==> config.mk <==
export PLATFORM = sky130hd
export DESIGN_NAME = vcr_device_flat
export DESIGN_NICKNAME = d
export VERILOG_FILES = /design/src/vcr_pkg.sv /design/src/vcr_if.sv /design/src/vcr_device.sv /design/src/flat_wrapper.sv
export SDC_FILE = /design/constraint.sdc
export NUM_CORES = 1
export LEC_CHECK = 0
export BUFFER_PORTS_ARGS = -buffer_cell sky130_fd_sc_hd__buf_2
export CORE_MARGIN = 4
export CORE_UTILIZATION = 25
export CTS_BUF_LIST = sky130_fd_sc_hd__clkbuf_16
export DETAILED_ROUTE_END_ITERATION = 12
export GPL_ROUTABILITY_DRIVEN = 0
export SLEW_MARGIN = 20
export SYNTH_ARGS = -nofsm -noshare
export SYNTH_HDL_FRONTEND = slang
export SYNTH_SLANG_ARGS = --single-unit
==> constraint.sdc <==
create_clock -name i_clk -period 4.95 [get_ports i_clk]
set_input_delay 0.99 -clock i_clk [delete_from_list [all_inputs] [get_ports i_clk]]
set_output_delay 0.99 -clock i_clk [all_outputs]
set_load 0.1 [all_outputs]
==> src/vcr_pkg.sv <==
// Shared constants and types for the video capture control register slice
package vcr_pkg;

	// ****************************************
	// Register offsets
	// ****************************************
	localparam logic [7:0] ADDR_PHASE = 8'h04;
	localparam logic [7:0] ADDR_GAIN_R = 8'h05;
	localparam logic [7:0] ADDR_GAIN_R_COMMIT = 8'h06;
	localparam logic [7:0] ADDR_GAIN_G = 8'h07;
	localparam logic [7:0] ADDR_GAIN_G_COMMIT = 8'h08;
	localparam logic [7:0] ADDR_GAIN_B = 8'h09;
	localparam logic [7:0] ADDR_GAIN_B_COMMIT = 8'h0A;
	localparam logic [7:0] ADDR_OFS_R_UP = 8'h0B;
	localparam logic [7:0] ADDR_OFS_R_LSB = 8'h0C;
	localparam logic [7:0] ADDR_OFS_G_UP = 8'h0D;
	localparam logic [7:0] ADDR_OFS_G_LSB = 8'h0E;
	localparam logic [7:0] ADDR_OFS_B_UP = 8'h0F;
	localparam logic [7:0] ADDR_OFS_B_LSB = 8'h10;
	localparam logic [7:0] ADDR_SEP_THRESH = 8'h11;
	localparam logic [7:0] ADDR_LSYNC_CTRL = 8'h12;
	localparam logic [7:0] ADDR_LSYNC_LEN = 8'h13;
	localparam logic [7:0] COMMIT_VALUE = 8'h00;

	// ****************************************
	// Field positions and reset values
	// ****************************************
	localparam int PHASE_MSB = 7;
	localparam int PHASE_LSB = 3;
	localparam int GAIN_MSB = 6;
	localparam int OFS_LSB_BIT = 7;
	localparam int CTL_SRC_OVR = 7;
	localparam int CTL_SRC_SEL = 6;
	localparam int CTL_POL_OVR = 5;
	localparam int CTL_IN_POL = 4;
	localparam int CTL_OUT_POL = 3;
	localparam logic [4:0] PHASE_RESET = 5'h10;
	localparam logic [6:0] GAIN_RESET = 7'h40;
	localparam logic [8:0] OFS_RESET = 9'h000;
	localparam logic [7:0] SEP_THRESH_RESET = 8'h20;
	localparam logic [7:0] LSYNC_CTRL_RESET = 8'h18;
	localparam logic [7:0] LSYNC_LEN_RESET = 8'h00;

	// ****************************************
	// Timing
	// ****************************************
	localparam int CLK_PERIOD_NS = 100;
	localparam int SEP_STEP_NS = 200;
	localparam int SEP_STEP_CYC = (SEP_STEP_NS + CLK_PERIOD_NS - 1) / CLK_PERIOD_NS;
	localparam int DETECT_CYC = 16;

	// ****************************************
	// Types
	// ****************************************
	typedef enum logic [1:0] {
		VCR_IDLE = 2'b00,
		VCR_WRITE = 2'b01,
		VCR_READ = 2'b10
	} vcr_host_state_t;

endpackage

==> src/vcr_if.sv <==
// Register access channel between host controller and capture front end
interface vcr_if;
	logic wr;
	logic rd;
	logic [7:0] addr;
	logic [7:0] wdata;
	logic [7:0] rdata;
	logic rvalid;

	modport dev (
		input wr,
		input rd,
		input addr,
		input wdata,
		output rdata,
		output rvalid
	);

	modport host (
		output wr,
		output rd,
		output addr,
		output wdata,
		input rdata,
		input rvalid
	);
endinterface

==> src/vcr_device.sv <==
// Capture front end control registers, sync separator and line sync output
// Overview of operation
// - 5-bit phase code, 32 steps of 11.25 degrees
// - Phase code resets to 16
// - 7-bit gain per channel, 127 full range
// - Red gain applied on 0x00 write to 0x06
// - Green gain applied on 0x00 write to 0x08
// - Blue gain applied on 0x00 write to 0x0A
// - Gain fields reset to 100 0000
// - Offset is upper byte plus LSB bit 7
// - Manual offset uses sign plus low seven bits, +-127
// - Auto offset uses 9-bit clamp target
// - One setting LSB adds one output LSB
// - Offset upper byte pending until LSB written
// - Separator rejects pulses under threshold x 200 ns
// - Separator threshold resets to 32
// - Source override bit 7, chip chooses when clear
// - Source bit 6: pin or green embedded sync
// - Polarity override bit 5, else auto-detected
// - Input polarity bit 4, 1 active high
// - Output polarity bit 3, default active high
// - Output pulse lasts duration-register pixel clocks
module vcr_device
	import vcr_pkg::*;
(
	input wire logic i_clk,
	input wire logic i_rstn,
	vcr_if.dev bus,
	input wire logic i_auto_offset_en,
	input wire logic i_pix_en,
	input wire logic i_fb_clk_en,
	input wire logic i_line_sync_pin,
	input wire logic i_green_embedded_sync,
	output logic [4:0] o_phase,
	output logic [6:0] o_gain_r,
	output logic [6:0] o_gain_g,
	output logic [6:0] o_gain_b,
	output logic [8:0] o_offset_r,
	output logic [8:0] o_offset_g,
	output logic [8:0] o_offset_b,
	output logic [8:0] o_clamp_target_r,
	output logic [8:0] o_clamp_target_g,
	output logic [8:0] o_clamp_target_b,
	output logic o_sep_sync,
	output logic o_src_green,
	output logic o_in_active_high,
	output logic o_line_sync
);
	// ****************************************
	// Register storage
	// ****************************************
	logic [7:0] phase_q;
	logic [6:0] gain_pend_q [3];
	logic [6:0] gain_act_q [3];
	logic [7:0] ofs_up_q [3];
	logic [7:0] ofs_lsb_q [3];
	logic [8:0] ofs_act_q [3];
	logic [7:0] thresh_q;
	logic [7:0] ctrl_q;
	logic [7:0] len_q;
	logic [7:0] rdata_q;
	logic rvalid_q;
	logic [7:0] gain_addr [3];
	logic [7:0] commit_addr [3];
	logic [7:0] up_addr [3];
	logic [7:0] lsb_addr [3];
	assign gain_addr = '{ADDR_GAIN_R, ADDR_GAIN_G, ADDR_GAIN_B};
	assign commit_addr = '{ADDR_GAIN_R_COMMIT, ADDR_GAIN_G_COMMIT, ADDR_GAIN_B_COMMIT};
	assign up_addr = '{ADDR_OFS_R_UP, ADDR_OFS_G_UP, ADDR_OFS_B_UP};
	assign lsb_addr = '{ADDR_OFS_R_LSB, ADDR_OFS_G_LSB, ADDR_OFS_B_LSB};

	always_ff @(posedge i_clk) begin
		if (!i_rstn) begin
			phase_q <= {PHASE_RESET, 3'h0};
			thresh_q <= SEP_THRESH_RESET;
			ctrl_q <= LSYNC_CTRL_RESET;
			len_q <= LSYNC_LEN_RESET;
		end else if (bus.wr) begin
			unique case (bus.addr)
				ADDR_PHASE: phase_q <= bus.wdata;
				ADDR_SEP_THRESH: thresh_q <= bus.wdata;
				ADDR_LSYNC_CTRL: ctrl_q <= bus.wdata;
				ADDR_LSYNC_LEN: len_q <= bus.wdata;
				default: begin
				end
			endcase
		end
	end

	// ****************************************
	// Per-channel staged gain and offset
	// ****************************************
	for (genvar c = 0; c < 3; c++) begin : g_chan
		always_ff @(posedge i_clk) begin
			if (!i_rstn) begin
				gain_pend_q[c] <= GAIN_RESET;
				gain_act_q[c] <= GAIN_RESET;
			end else if (bus.wr) begin
				if (bus.addr == gain_addr[c]) begin
					gain_pend_q[c] <= bus.wdata[GAIN_MSB:0];
				end
				// Only an exact 0x00 commits; other values leave the old gain
				if (bus.addr == commit_addr[c] && bus.wdata == COMMIT_VALUE) begin
					gain_act_q[c] <= gain_pend_q[c];
				end
			end
		end

		always_ff @(posedge i_clk) begin
			if (!i_rstn) begin
				ofs_up_q[c] <= OFS_RESET[8:1];
				ofs_lsb_q[c] <= 8'h00;
				ofs_act_q[c] <= OFS_RESET;
			end else if (bus.wr) begin
				if (bus.addr == up_addr[c]) begin
					ofs_up_q[c] <= bus.wdata;
				end
				if (bus.addr == lsb_addr[c]) begin
					ofs_lsb_q[c] <= bus.wdata;
					ofs_act_q[c] <= {ofs_up_q[c], bus.wdata[OFS_LSB_BIT]};
				end
			end
		end
	end

	assign o_gain_r = gain_act_q[0];
	assign o_gain_g = gain_act_q[1];
	assign o_gain_b = gain_act_q[2];
	assign o_phase = phase_q[PHASE_MSB:PHASE_LSB];

	// Manual mode keeps sign in bit 8 and seven magnitude bits 6:0, clearing bit 7; auto passes all nine
	function automatic logic [8:0] ofs_map(input logic [8:0] v, input logic auto_en);
		ofs_map = auto_en ? v : {v[8], 1'b0, v[6:0]};
	endfunction
	assign o_offset_r = ofs_map(ofs_act_q[0], i_auto_offset_en);
	assign o_offset_g = ofs_map(ofs_act_q[1], i_auto_offset_en);
	assign o_offset_b = ofs_map(ofs_act_q[2], i_auto_offset_en);
	assign o_clamp_target_r = ofs_act_q[0];
	assign o_clamp_target_g = ofs_act_q[1];
	assign o_clamp_target_b = ofs_act_q[2];

	// ****************************************
	// Read path
	// ****************************************
	always_ff @(posedge i_clk) begin
		if (!i_rstn) begin
			rdata_q <= 8'h00;
			rvalid_q <= 1'b0;
		end else begin
			rvalid_q <= bus.rd;
			if (bus.rd) begin
				unique case (bus.addr)
					ADDR_PHASE: rdata_q <= phase_q;
					ADDR_GAIN_R: rdata_q <= {1'b0, gain_pend_q[0]};
					ADDR_GAIN_G: rdata_q <= {1'b0, gain_pend_q[1]};
					ADDR_GAIN_B: rdata_q <= {1'b0, gain_pend_q[2]};
					ADDR_OFS_R_UP: rdata_q <= ofs_up_q[0];
					ADDR_OFS_R_LSB: rdata_q <= ofs_lsb_q[0];
					ADDR_OFS_G_UP: rdata_q <= ofs_up_q[1];
					ADDR_OFS_G_LSB: rdata_q <= ofs_lsb_q[1];
					ADDR_OFS_B_UP: rdata_q <= ofs_up_q[2];
					ADDR_OFS_B_LSB: rdata_q <= ofs_lsb_q[2];
					ADDR_SEP_THRESH: rdata_q <= thresh_q;
					ADDR_LSYNC_CTRL: rdata_q <= ctrl_q;
					ADDR_LSYNC_LEN: rdata_q <= len_q;
					default: rdata_q <= 8'h00;
				endcase
			end
		end
	end
	assign bus.rdata = rdata_q;
	assign bus.rvalid = rvalid_q;

	// ****************************************
	// Automatic source and polarity detection
	// ****************************************
	logic pin_prev_q, grn_prev_q;
	logic [4:0] pin_act_q, grn_act_q;
	logic [15:0] hi_cnt_q, lo_cnt_q;
	logic auto_src_q, auto_pol_q;
	logic use_green, active_high, sync_raw;

	// Activity counters count edges and saturate at 31; nothing decays them after reset
	always_ff @(posedge i_clk) begin
		if (!i_rstn) begin
			pin_prev_q <= 1'b0;
			grn_prev_q <= 1'b0;
			pin_act_q <= 5'h00;
			grn_act_q <= 5'h00;
			hi_cnt_q <= 16'h0000;
			lo_cnt_q <= 16'h0000;
			auto_src_q <= 1'b0;
			auto_pol_q <= 1'b1;
		end else begin
			pin_prev_q <= i_line_sync_pin;
			grn_prev_q <= i_green_embedded_sync;
			if (pin_prev_q != i_line_sync_pin && pin_act_q != 5'h1F) begin
				pin_act_q <= pin_act_q + 5'h01;
			end
			if (grn_prev_q != i_green_embedded_sync && grn_act_q != 5'h1F) begin
				grn_act_q <= grn_act_q + 5'h01;
			end
			// Pin preferred when active; green only when pin is silent
			auto_src_q <= (pin_act_q < 5'(DETECT_CYC)) && (grn_act_q >= 5'(DETECT_CYC));
			if (i_line_sync_pin) begin
				hi_cnt_q <= (hi_cnt_q == 16'hFFFF) ? hi_cnt_q : hi_cnt_q + 16'h0001;
			end else begin
				lo_cnt_q <= (lo_cnt_q == 16'hFFFF) ? lo_cnt_q : lo_cnt_q + 16'h0001;
			end
			if (hi_cnt_q[15] || lo_cnt_q[15]) begin
				// Short level is the pulse: rarely-high means active high
				auto_pol_q <= hi_cnt_q < lo_cnt_q;
				hi_cnt_q <= {1'b0, hi_cnt_q[15:1]};
				lo_cnt_q <= {1'b0, lo_cnt_q[15:1]};
			end
		end
	end

	assign use_green = ctrl_q[CTL_SRC_OVR] ? ctrl_q[CTL_SRC_SEL] : auto_src_q;
	assign active_high = ctrl_q[CTL_POL_OVR] ? ctrl_q[CTL_IN_POL] : auto_pol_q;
	assign sync_raw = use_green ? i_green_embedded_sync : i_line_sync_pin;
	assign o_src_green = use_green;
	assign o_in_active_high = active_high;

	// ****************************************
	// Sync separator width filter
	// ****************************************
	logic [9:0] width_q;
	logic sep_q;
	logic sync_act;
	assign sync_act = active_high ? sync_raw : ~sync_raw;

	always_ff @(posedge i_clk) begin
		if (!i_rstn) begin
			width_q <= 10'h000;
			sep_q <= 1'b0;
		end else if (!sync_act) begin
			width_q <= 10'h000;
			sep_q <= 1'b0;
		end else begin
			if (width_q != 10'h3FF) begin
				width_q <= width_q + 10'h001;
			end
			// Pulse passes only once it has lasted threshold x step cycles
			if (width_q + 10'h001 >= 10'(thresh_q * SEP_STEP_CYC)) begin
				sep_q <= 1'b1;
			end
		end
	end
	assign o_sep_sync = sep_q;

	// ****************************************
	// Line sync output pulse
	// ****************************************
	logic [7:0] dur_q;
	logic pulse_q;

	always_ff @(posedge i_clk) begin
		if (!i_rstn) begin
			dur_q <= 8'h00;
			pulse_q <= 1'b0;
		end else if (i_fb_clk_en && len_q != 8'h00) begin
			pulse_q <= 1'b1;
			dur_q <= len_q;
		end else if (pulse_q && i_pix_en) begin
			if (dur_q == 8'h01) begin
				pulse_q <= 1'b0;
			end
			dur_q <= dur_q - 8'h01;
		end
	end
	assign o_line_sync = ctrl_q[CTL_OUT_POL] ? pulse_q : ~pulse_q;
endmodule

==> src/flat_wrapper.sv <==
// flat-port wrapper written by rule: the top's interface ports become plain ports
module vcr_device_flat import vcr_pkg::*;
  (i_clk, i_rstn, i_auto_offset_en, i_pix_en, i_fb_clk_en, i_line_sync_pin, i_green_embedded_sync, o_phase, o_gain_r, o_gain_g, o_gain_b, o_offset_r, o_offset_g, o_offset_b, o_clamp_target_r, o_clamp_target_g, o_clamp_target_b, o_sep_sync, o_src_green, o_in_active_high, o_line_sync, bus_wr, bus_rd, bus_addr, bus_wdata, bus_rdata, bus_rvalid);
  vcr_if bus_i ();
  input wire logic i_clk;
  input wire logic i_rstn;
  input wire logic i_auto_offset_en;
  input wire logic i_pix_en;
  input wire logic i_fb_clk_en;
  input wire logic i_line_sync_pin;
  input wire logic i_green_embedded_sync;
  output logic [4:0] o_phase;
  output logic [6:0] o_gain_r;
  output logic [6:0] o_gain_g;
  output logic [6:0] o_gain_b;
  output logic [8:0] o_offset_r;
  output logic [8:0] o_offset_g;
  output logic [8:0] o_offset_b;
  output logic [8:0] o_clamp_target_r;
  output logic [8:0] o_clamp_target_g;
  output logic [8:0] o_clamp_target_b;
  output logic o_sep_sync;
  output logic o_src_green;
  output logic o_in_active_high;
  output logic o_line_sync;
  input wire logic [$bits(bus_i.wr)-1:0] bus_wr;
  input wire logic [$bits(bus_i.rd)-1:0] bus_rd;
  input wire logic [$bits(bus_i.addr)-1:0] bus_addr;
  input wire logic [$bits(bus_i.wdata)-1:0] bus_wdata;
  output wire logic [$bits(bus_i.rdata)-1:0] bus_rdata;
  output wire logic [$bits(bus_i.rvalid)-1:0] bus_rvalid;
  assign bus_i.wr = bus_wr;
  assign bus_i.rd = bus_rd;
  assign bus_i.addr = bus_addr;
  assign bus_i.wdata = bus_wdata;
  assign bus_rdata = bus_i.rdata;
  assign bus_rvalid = bus_i.rvalid;
  vcr_device u_core (.i_clk(i_clk), .i_rstn(i_rstn), .bus(bus_i), .i_auto_offset_en(i_auto_offset_en), .i_pix_en(i_pix_en), .i_fb_clk_en(i_fb_clk_en), .i_line_sync_pin(i_line_sync_pin), .i_green_embedded_sync(i_green_embedded_sync), .o_phase(o_phase), .o_gain_r(o_gain_r), .o_gain_g(o_gain_g), .o_gain_b(o_gain_b), .o_offset_r(o_offset_r), .o_offset_g(o_offset_g), .o_offset_b(o_offset_b), .o_clamp_target_r(o_clamp_target_r), .o_clamp_target_g(o_clamp_target_g), .o_clamp_target_b(o_clamp_target_b), .o_sep_sync(o_sep_sync), .o_src_green(o_src_green), .o_in_active_high(o_in_active_high), .o_line_sync(o_line_sync));
endmodule
# == After elaboration in Yosys (flattened, before gate mapping) ==
# Memories as Yosys holds them, arrays and structs flattened.
# Cells that the tools add are included.
# totals
elab_cells,192
in_bits,25
mem_bits_rw,117
reg_bits,107
output_inout_bits,93
memories,5
# op_classes
bitwise,21
order_cmp,4
n_reduce_logical,25
addsub,6
eq_ne,27
muxes,84
# mem_list
name,depth,word_bits,rd,rd_clocked_by_memory_dff,write_ports,line_no,source
u_core.ofs_act_q,3,9,3,0,3,vcr_device.sv:57,logic [8:0] ofs_act_q [3];
u_core.ofs_lsb_q,3,8,3,0,3,vcr_device.sv:56,logic [7:0] ofs_lsb_q [3];
u_core.ofs_up_q,3,8,3,0,3,vcr_device.sv:55,logic [7:0] ofs_up_q [3];
u_core.gain_act_q,3,7,3,0,3,vcr_device.sv:54,logic [6:0] gain_act_q [3];
u_core.gain_pend_q,3,7,3,0,3,vcr_device.sv:53,logic [6:0] gain_pend_q [3];
# ops
operator,n
$pmux W8 S13,1
$mux W15,6
$mux W8,11
$eq A8 B4 Y1 const B,8
$mux W1,57
$mux W7,6
$add A16 B1 Y16 const B,2
$eq A16 B16 Y1 const B,2
$eq A8 B3 Y1 const B,4
$eq A8 B5 Y1 const B,4
$mux W9,3
$reduce_and A2 Y1,10
$lt A16 B16 Y1,1
$or A1 B1 Y1,15
$add A10 B1 Y10 const B,1
$add A5 B1 Y5 const B,2
$ge A10 B9 Y1,1
$ne A10 B10 Y1 const B,1
$ne A5 B5 Y1 const B,2
$eq A8 B1 Y1 const B,1
$logic_and A1 B1 Y1,8
$logic_not A8 Y1,1
$reduce_bool A8 Y1,1
$sub A8 B1 Y8 const B,1
other kinds (9),18

# == Depth between registers and ports, before layout ==
# logic_depth
word_depth,7
depth_mapped,10
mapped_depth_nobuf,10

# == Worst setup path before layout ==
# No wires, ideal clock.
# synth_timing
path_kind,input port to flip-flop
start,input port bus_addr[0]
end,"memory u_core.ofs_act_q[0][0], enable pin"
arrival_time_ps,2796
path_stages,4
slack_ps,1742
path_buffers,1
required_ps,4539
setup_time_ps,411
cell_sequence,buf_2 nor2_1 nand2_1 o21ai_0
# synth_lines
element,line_no,source
"start, declared",flat_wrapper.sv:28,input wire logic [$bits(bus_i.addr)-1:0] bus_addr;
"end, declared",vcr_device.sv:57,

==> flow_metrics.tcl <==
set metrics [dict create \
    status "finished clean" \
    cts_hold_buf 0 \
    clk_pin_slew_worst_paths_ns 0.06 \
    pwr_density_cell_nw_per_um2 324 \
    critPathArrivalTime_ns 3.14 \
    grt_usage_pct 12.2 \
    root_buffer "clkbuf_16" \
    p_leak_nw 4.93 \
    grt_use_met2_pct 18.7 \
    required_ns 5.10 \
    drcViolationCount 0 \
    wl_per_cell_um 17.4 \
    setup_tns_ns 0 \
    grt_pass1_vias 7749 \
    syn_avg_cell_area_um2 10.4 \
    core_um2 43200 \
    dr.first_iter.drc_count 601 \
    worstSkewPairLatency_ns 0.53 \
    synthMuxAreaShare_pct 6.85 \
    busiest_layer "met2" \
    synthXorXnorAreaFrac_pct 3.36 \
    dp.cells 1674 \
    grt_max_degree 56 \
    synth_top_family_by_area "simple AND/OR/NAND/NOR gates" \
    worstHoldPathType "flop to flop" \
    fmax_ghz 0.334 \
    min_period_over_period_pct 60.5 \
    syn2layout_area_growth_pct 15.1 \
    seq_area_frac_synth_pct 50.9 \
    r2r_cells 6 \
    critPathLaunchType "primary input" \
    clockBufferDepth 3 \
    syn_area_um2 10900 \
    drt_first_pass_iters 5 \
    worst_path_max_delay_cell "o21ai_0" \
    drv_cap 0 \
    rr_startpoint "u_core.hi_cnt_q[1]" \
    synth-compound-area-share_pct 11.3 \
    grt_first_pass_wirelength_um 45800 \
    vias_per_cell 4.76 \
    grtUsageMet3_pct 4.50 \
    finalClockSkew_ns 0.0151 \
    io_pins 118 \
    grt.overflow.total 0 \
    num_rows 76 \
    critPathBufInv 1 \
    relSlewSlack_pct 26.2 \
    synth_edf_count 114 \
    dieArea_um2 47200 \
    grt_util_met1_pct 16.7 \
    cts.repair.resized 0 \
    cpPeakStageDelay_ns 1.00 \
    worst_pin_slew_ns 1.10 \
    synthAdderAreaFrac_pct 3.77 \
    final_cells 1718 \
    synth-simple-area-share_pct 18.4 \
    vias 8170 \
    antenna_left 0 \
    layout-drive-gt1-share_pct 15.9 \
    io_buffers 117 \
    syn_nets 1108 \
    fin_crit_ns 2.99 \
    ys_seq_elements 221 \
    cts_tree "built" \
    crit_path_end_kind "flop" \
    layout.nets 1172 \
    die_w_um 217 \
    async_flop_share_pct 0 \
    finalHoldViolCount 0 \
    critPathMaxFanout 11 \
    yosys_warnings 0 \
    path_class "primary input to flop" \
    numCtsBuffers 23 \
    rsz0062_at_grt "no" \
    holdPathStages 1 \
    path_cells "buf_2 > nor4_4 > nand3_1 > o21ai_0" \
    postSynthCellCount 1050 \
    worst-path-stages 4 \
    setup_viol 0 \
    start_util_pct 25.4 \
    ys.flop_type "edfxtp_1" \
    vdd.ir_drop.worst_v 0.000225 \
    die_h_um 217 \
    htreeDepth 1 \
    cts_setup_buffers 0 \
    worstHoldStart "u_core.pin_act_q[4]" \
    numClockSinks 221 \
    antenna_found_initial 8 \
    drt-total-wl_um 29900 \
    crit_start "bus_addr[5]" \
    finalMaxSlewViolations 0 \
    crit_family "simple AND/OR/NAND/NOR gates" \
    dp_hpwl_um 22200 \
    ys_types 69 \
]
## per-stage QoR
step / hold slack (ns) / utilization [%] / total power, mW / area, um^2 / setup slack, ns
final: 0.446 / 29.2 / 4.07 / 12600 / 1.96
after global routing: 0.485 / 29.2 / 4.22 / 12600 / 1.84
after CTS: 0.447 / 29.2 / 4.11 / 12600 / 1.94
after detailed placement: 0.437 / 27.5 / 2.40 / 11900 / 1.45
after global placement: 0.435 / 27.5 / 2.39 / 11900 / 1.53
after floorplan: 0.416 / - / 2.31 / 10900 / 1.74
## per-layer routing
metal | wire, um | share of wire [%] | vias to the layer above
met5 | 94 | 0.31 | -
met4 | 642 | 2.1 | 10
met3 | 3100 | 10 | 68
met2 | 12800 | 43 | 347
met1 | 13300 | 44 | 3861
li1 | - | - | 3884
## final cells by class
| class | count | area, um^2 |
|---|---|---|
| Clock inverter | 18 | 159 |
| Fill cell | 4510 | 30600 |
| Antenna cell | 3 | 7.51 |
| Sequential cell | 221 | 5570 |
| Inverter | 41 | 154 |
| Timing Repair Buffer | 122 | 623 |
| Tap cell | 585 | 732 |
| Clock buffer | 23 | 576 |
| Multi-Input combinational cell | 705 | 4780 |
## power by group
| group | internal, mW | switching, mW | leakage (nW) | total (mW) |
|---|---|---|---|---|
| combinational | 0.0722 | 0.273 | 2.54 | 0.345 |
| sequential | 1.97 | 0.0400 | 2.00 | 2.01 |
| clock | 0.999 | 0.717 | 0.386 | 1.72 |
## final timing paths
kind                                         endpoint  slack, ns
worst max-delay path            u_core.ofs_up_q[2][4]       1.96
worst min-delay path                u_core.auto_src_q       0.45
worst max register to register     u_core.hi_cnt_q[5]       2.62
worst min register to register      u_core.auto_src_q       0.45
## placed cells by master, fill, tap and decap left out, types with 5 or more instances in the layout
cell type,instances
ha_1,32
a22oi_1,9
o211ai_1,6
mux4_2,8
and3_1,12
buf_2,117
nand2_1,45
o21ai_0,54
and2_1,117
a311oi_1,5
clkbuf_16,23
or4_1,7
a31oi_1,12
a211oi_1,12
nor3_1,14
mux2_2,7
or3_1,10
xor2_1,7
nor2b_1,10
nor2_1,86
mux2i_1,49
inv_1,48
buf_4,5
dfxtp_1,107
a22o_1,6
nand3_1,32
o21a_1,5
a21oi_1,51
xnor2_1,35
edfxtp_1,114
nand4_1,15
## registers in the layout, summed over array words and instances, names as in the netlist, 10 cells and up
register / count
u_core.hi_cnt_q: 16
u_core.width_q: 10
u_core.gain_pend_q: 21
u_core.ofs_lsb_q: 21
u_core.gain_act_q: 21
u_core.ofs_up_q: 24
u_core.lo_cnt_q: 16
u_core.ofs_act_q: 27
## cells in the mapped netlist, types with 12 or more instances
cell type,number,share of area (%)
mux2i_1,49,4.5
clkbuf_1,38,1.3
buf_2,12,0.55
a31oi_1,12,0.69
and3_1,12,0.69
inv_1,41,1.4
buf_4,33,2.3
o21ai_0,56,2.6
dfxtp_1,107,20
nand3_1,32,1.5
a21oi_1,51,2.3
ha_1,33,3.8
a211oi_1,12,0.82
xnor2_1,35,2.8
nand2_1,45,1.5
edfxtp_1,114,31
and2_1,117,6.7
nor3_1,14,0.64
nand4_1,15,0.86
nor2_1,86,2.9
## cell families (layout without fill, tap and decap cells)
| kind of cell | Yosys count | in the layout |
|---|---|---|
| AND/OR/NAND/NOR | 371 | 371 |
| flip-flops | 221 | 221 |
| AO/OA/AOI/OAI | 195 | 195 |
| buffers and inverters | 124 | 204 |
| multiplexers | 64 | 64 |
| XOR/XNOR | 42 | 42 |
| adder cells (fa/ha/maj) | 33 | 33 |
| other | 0 | 3 |
Power figures use the tool's default switching activity.
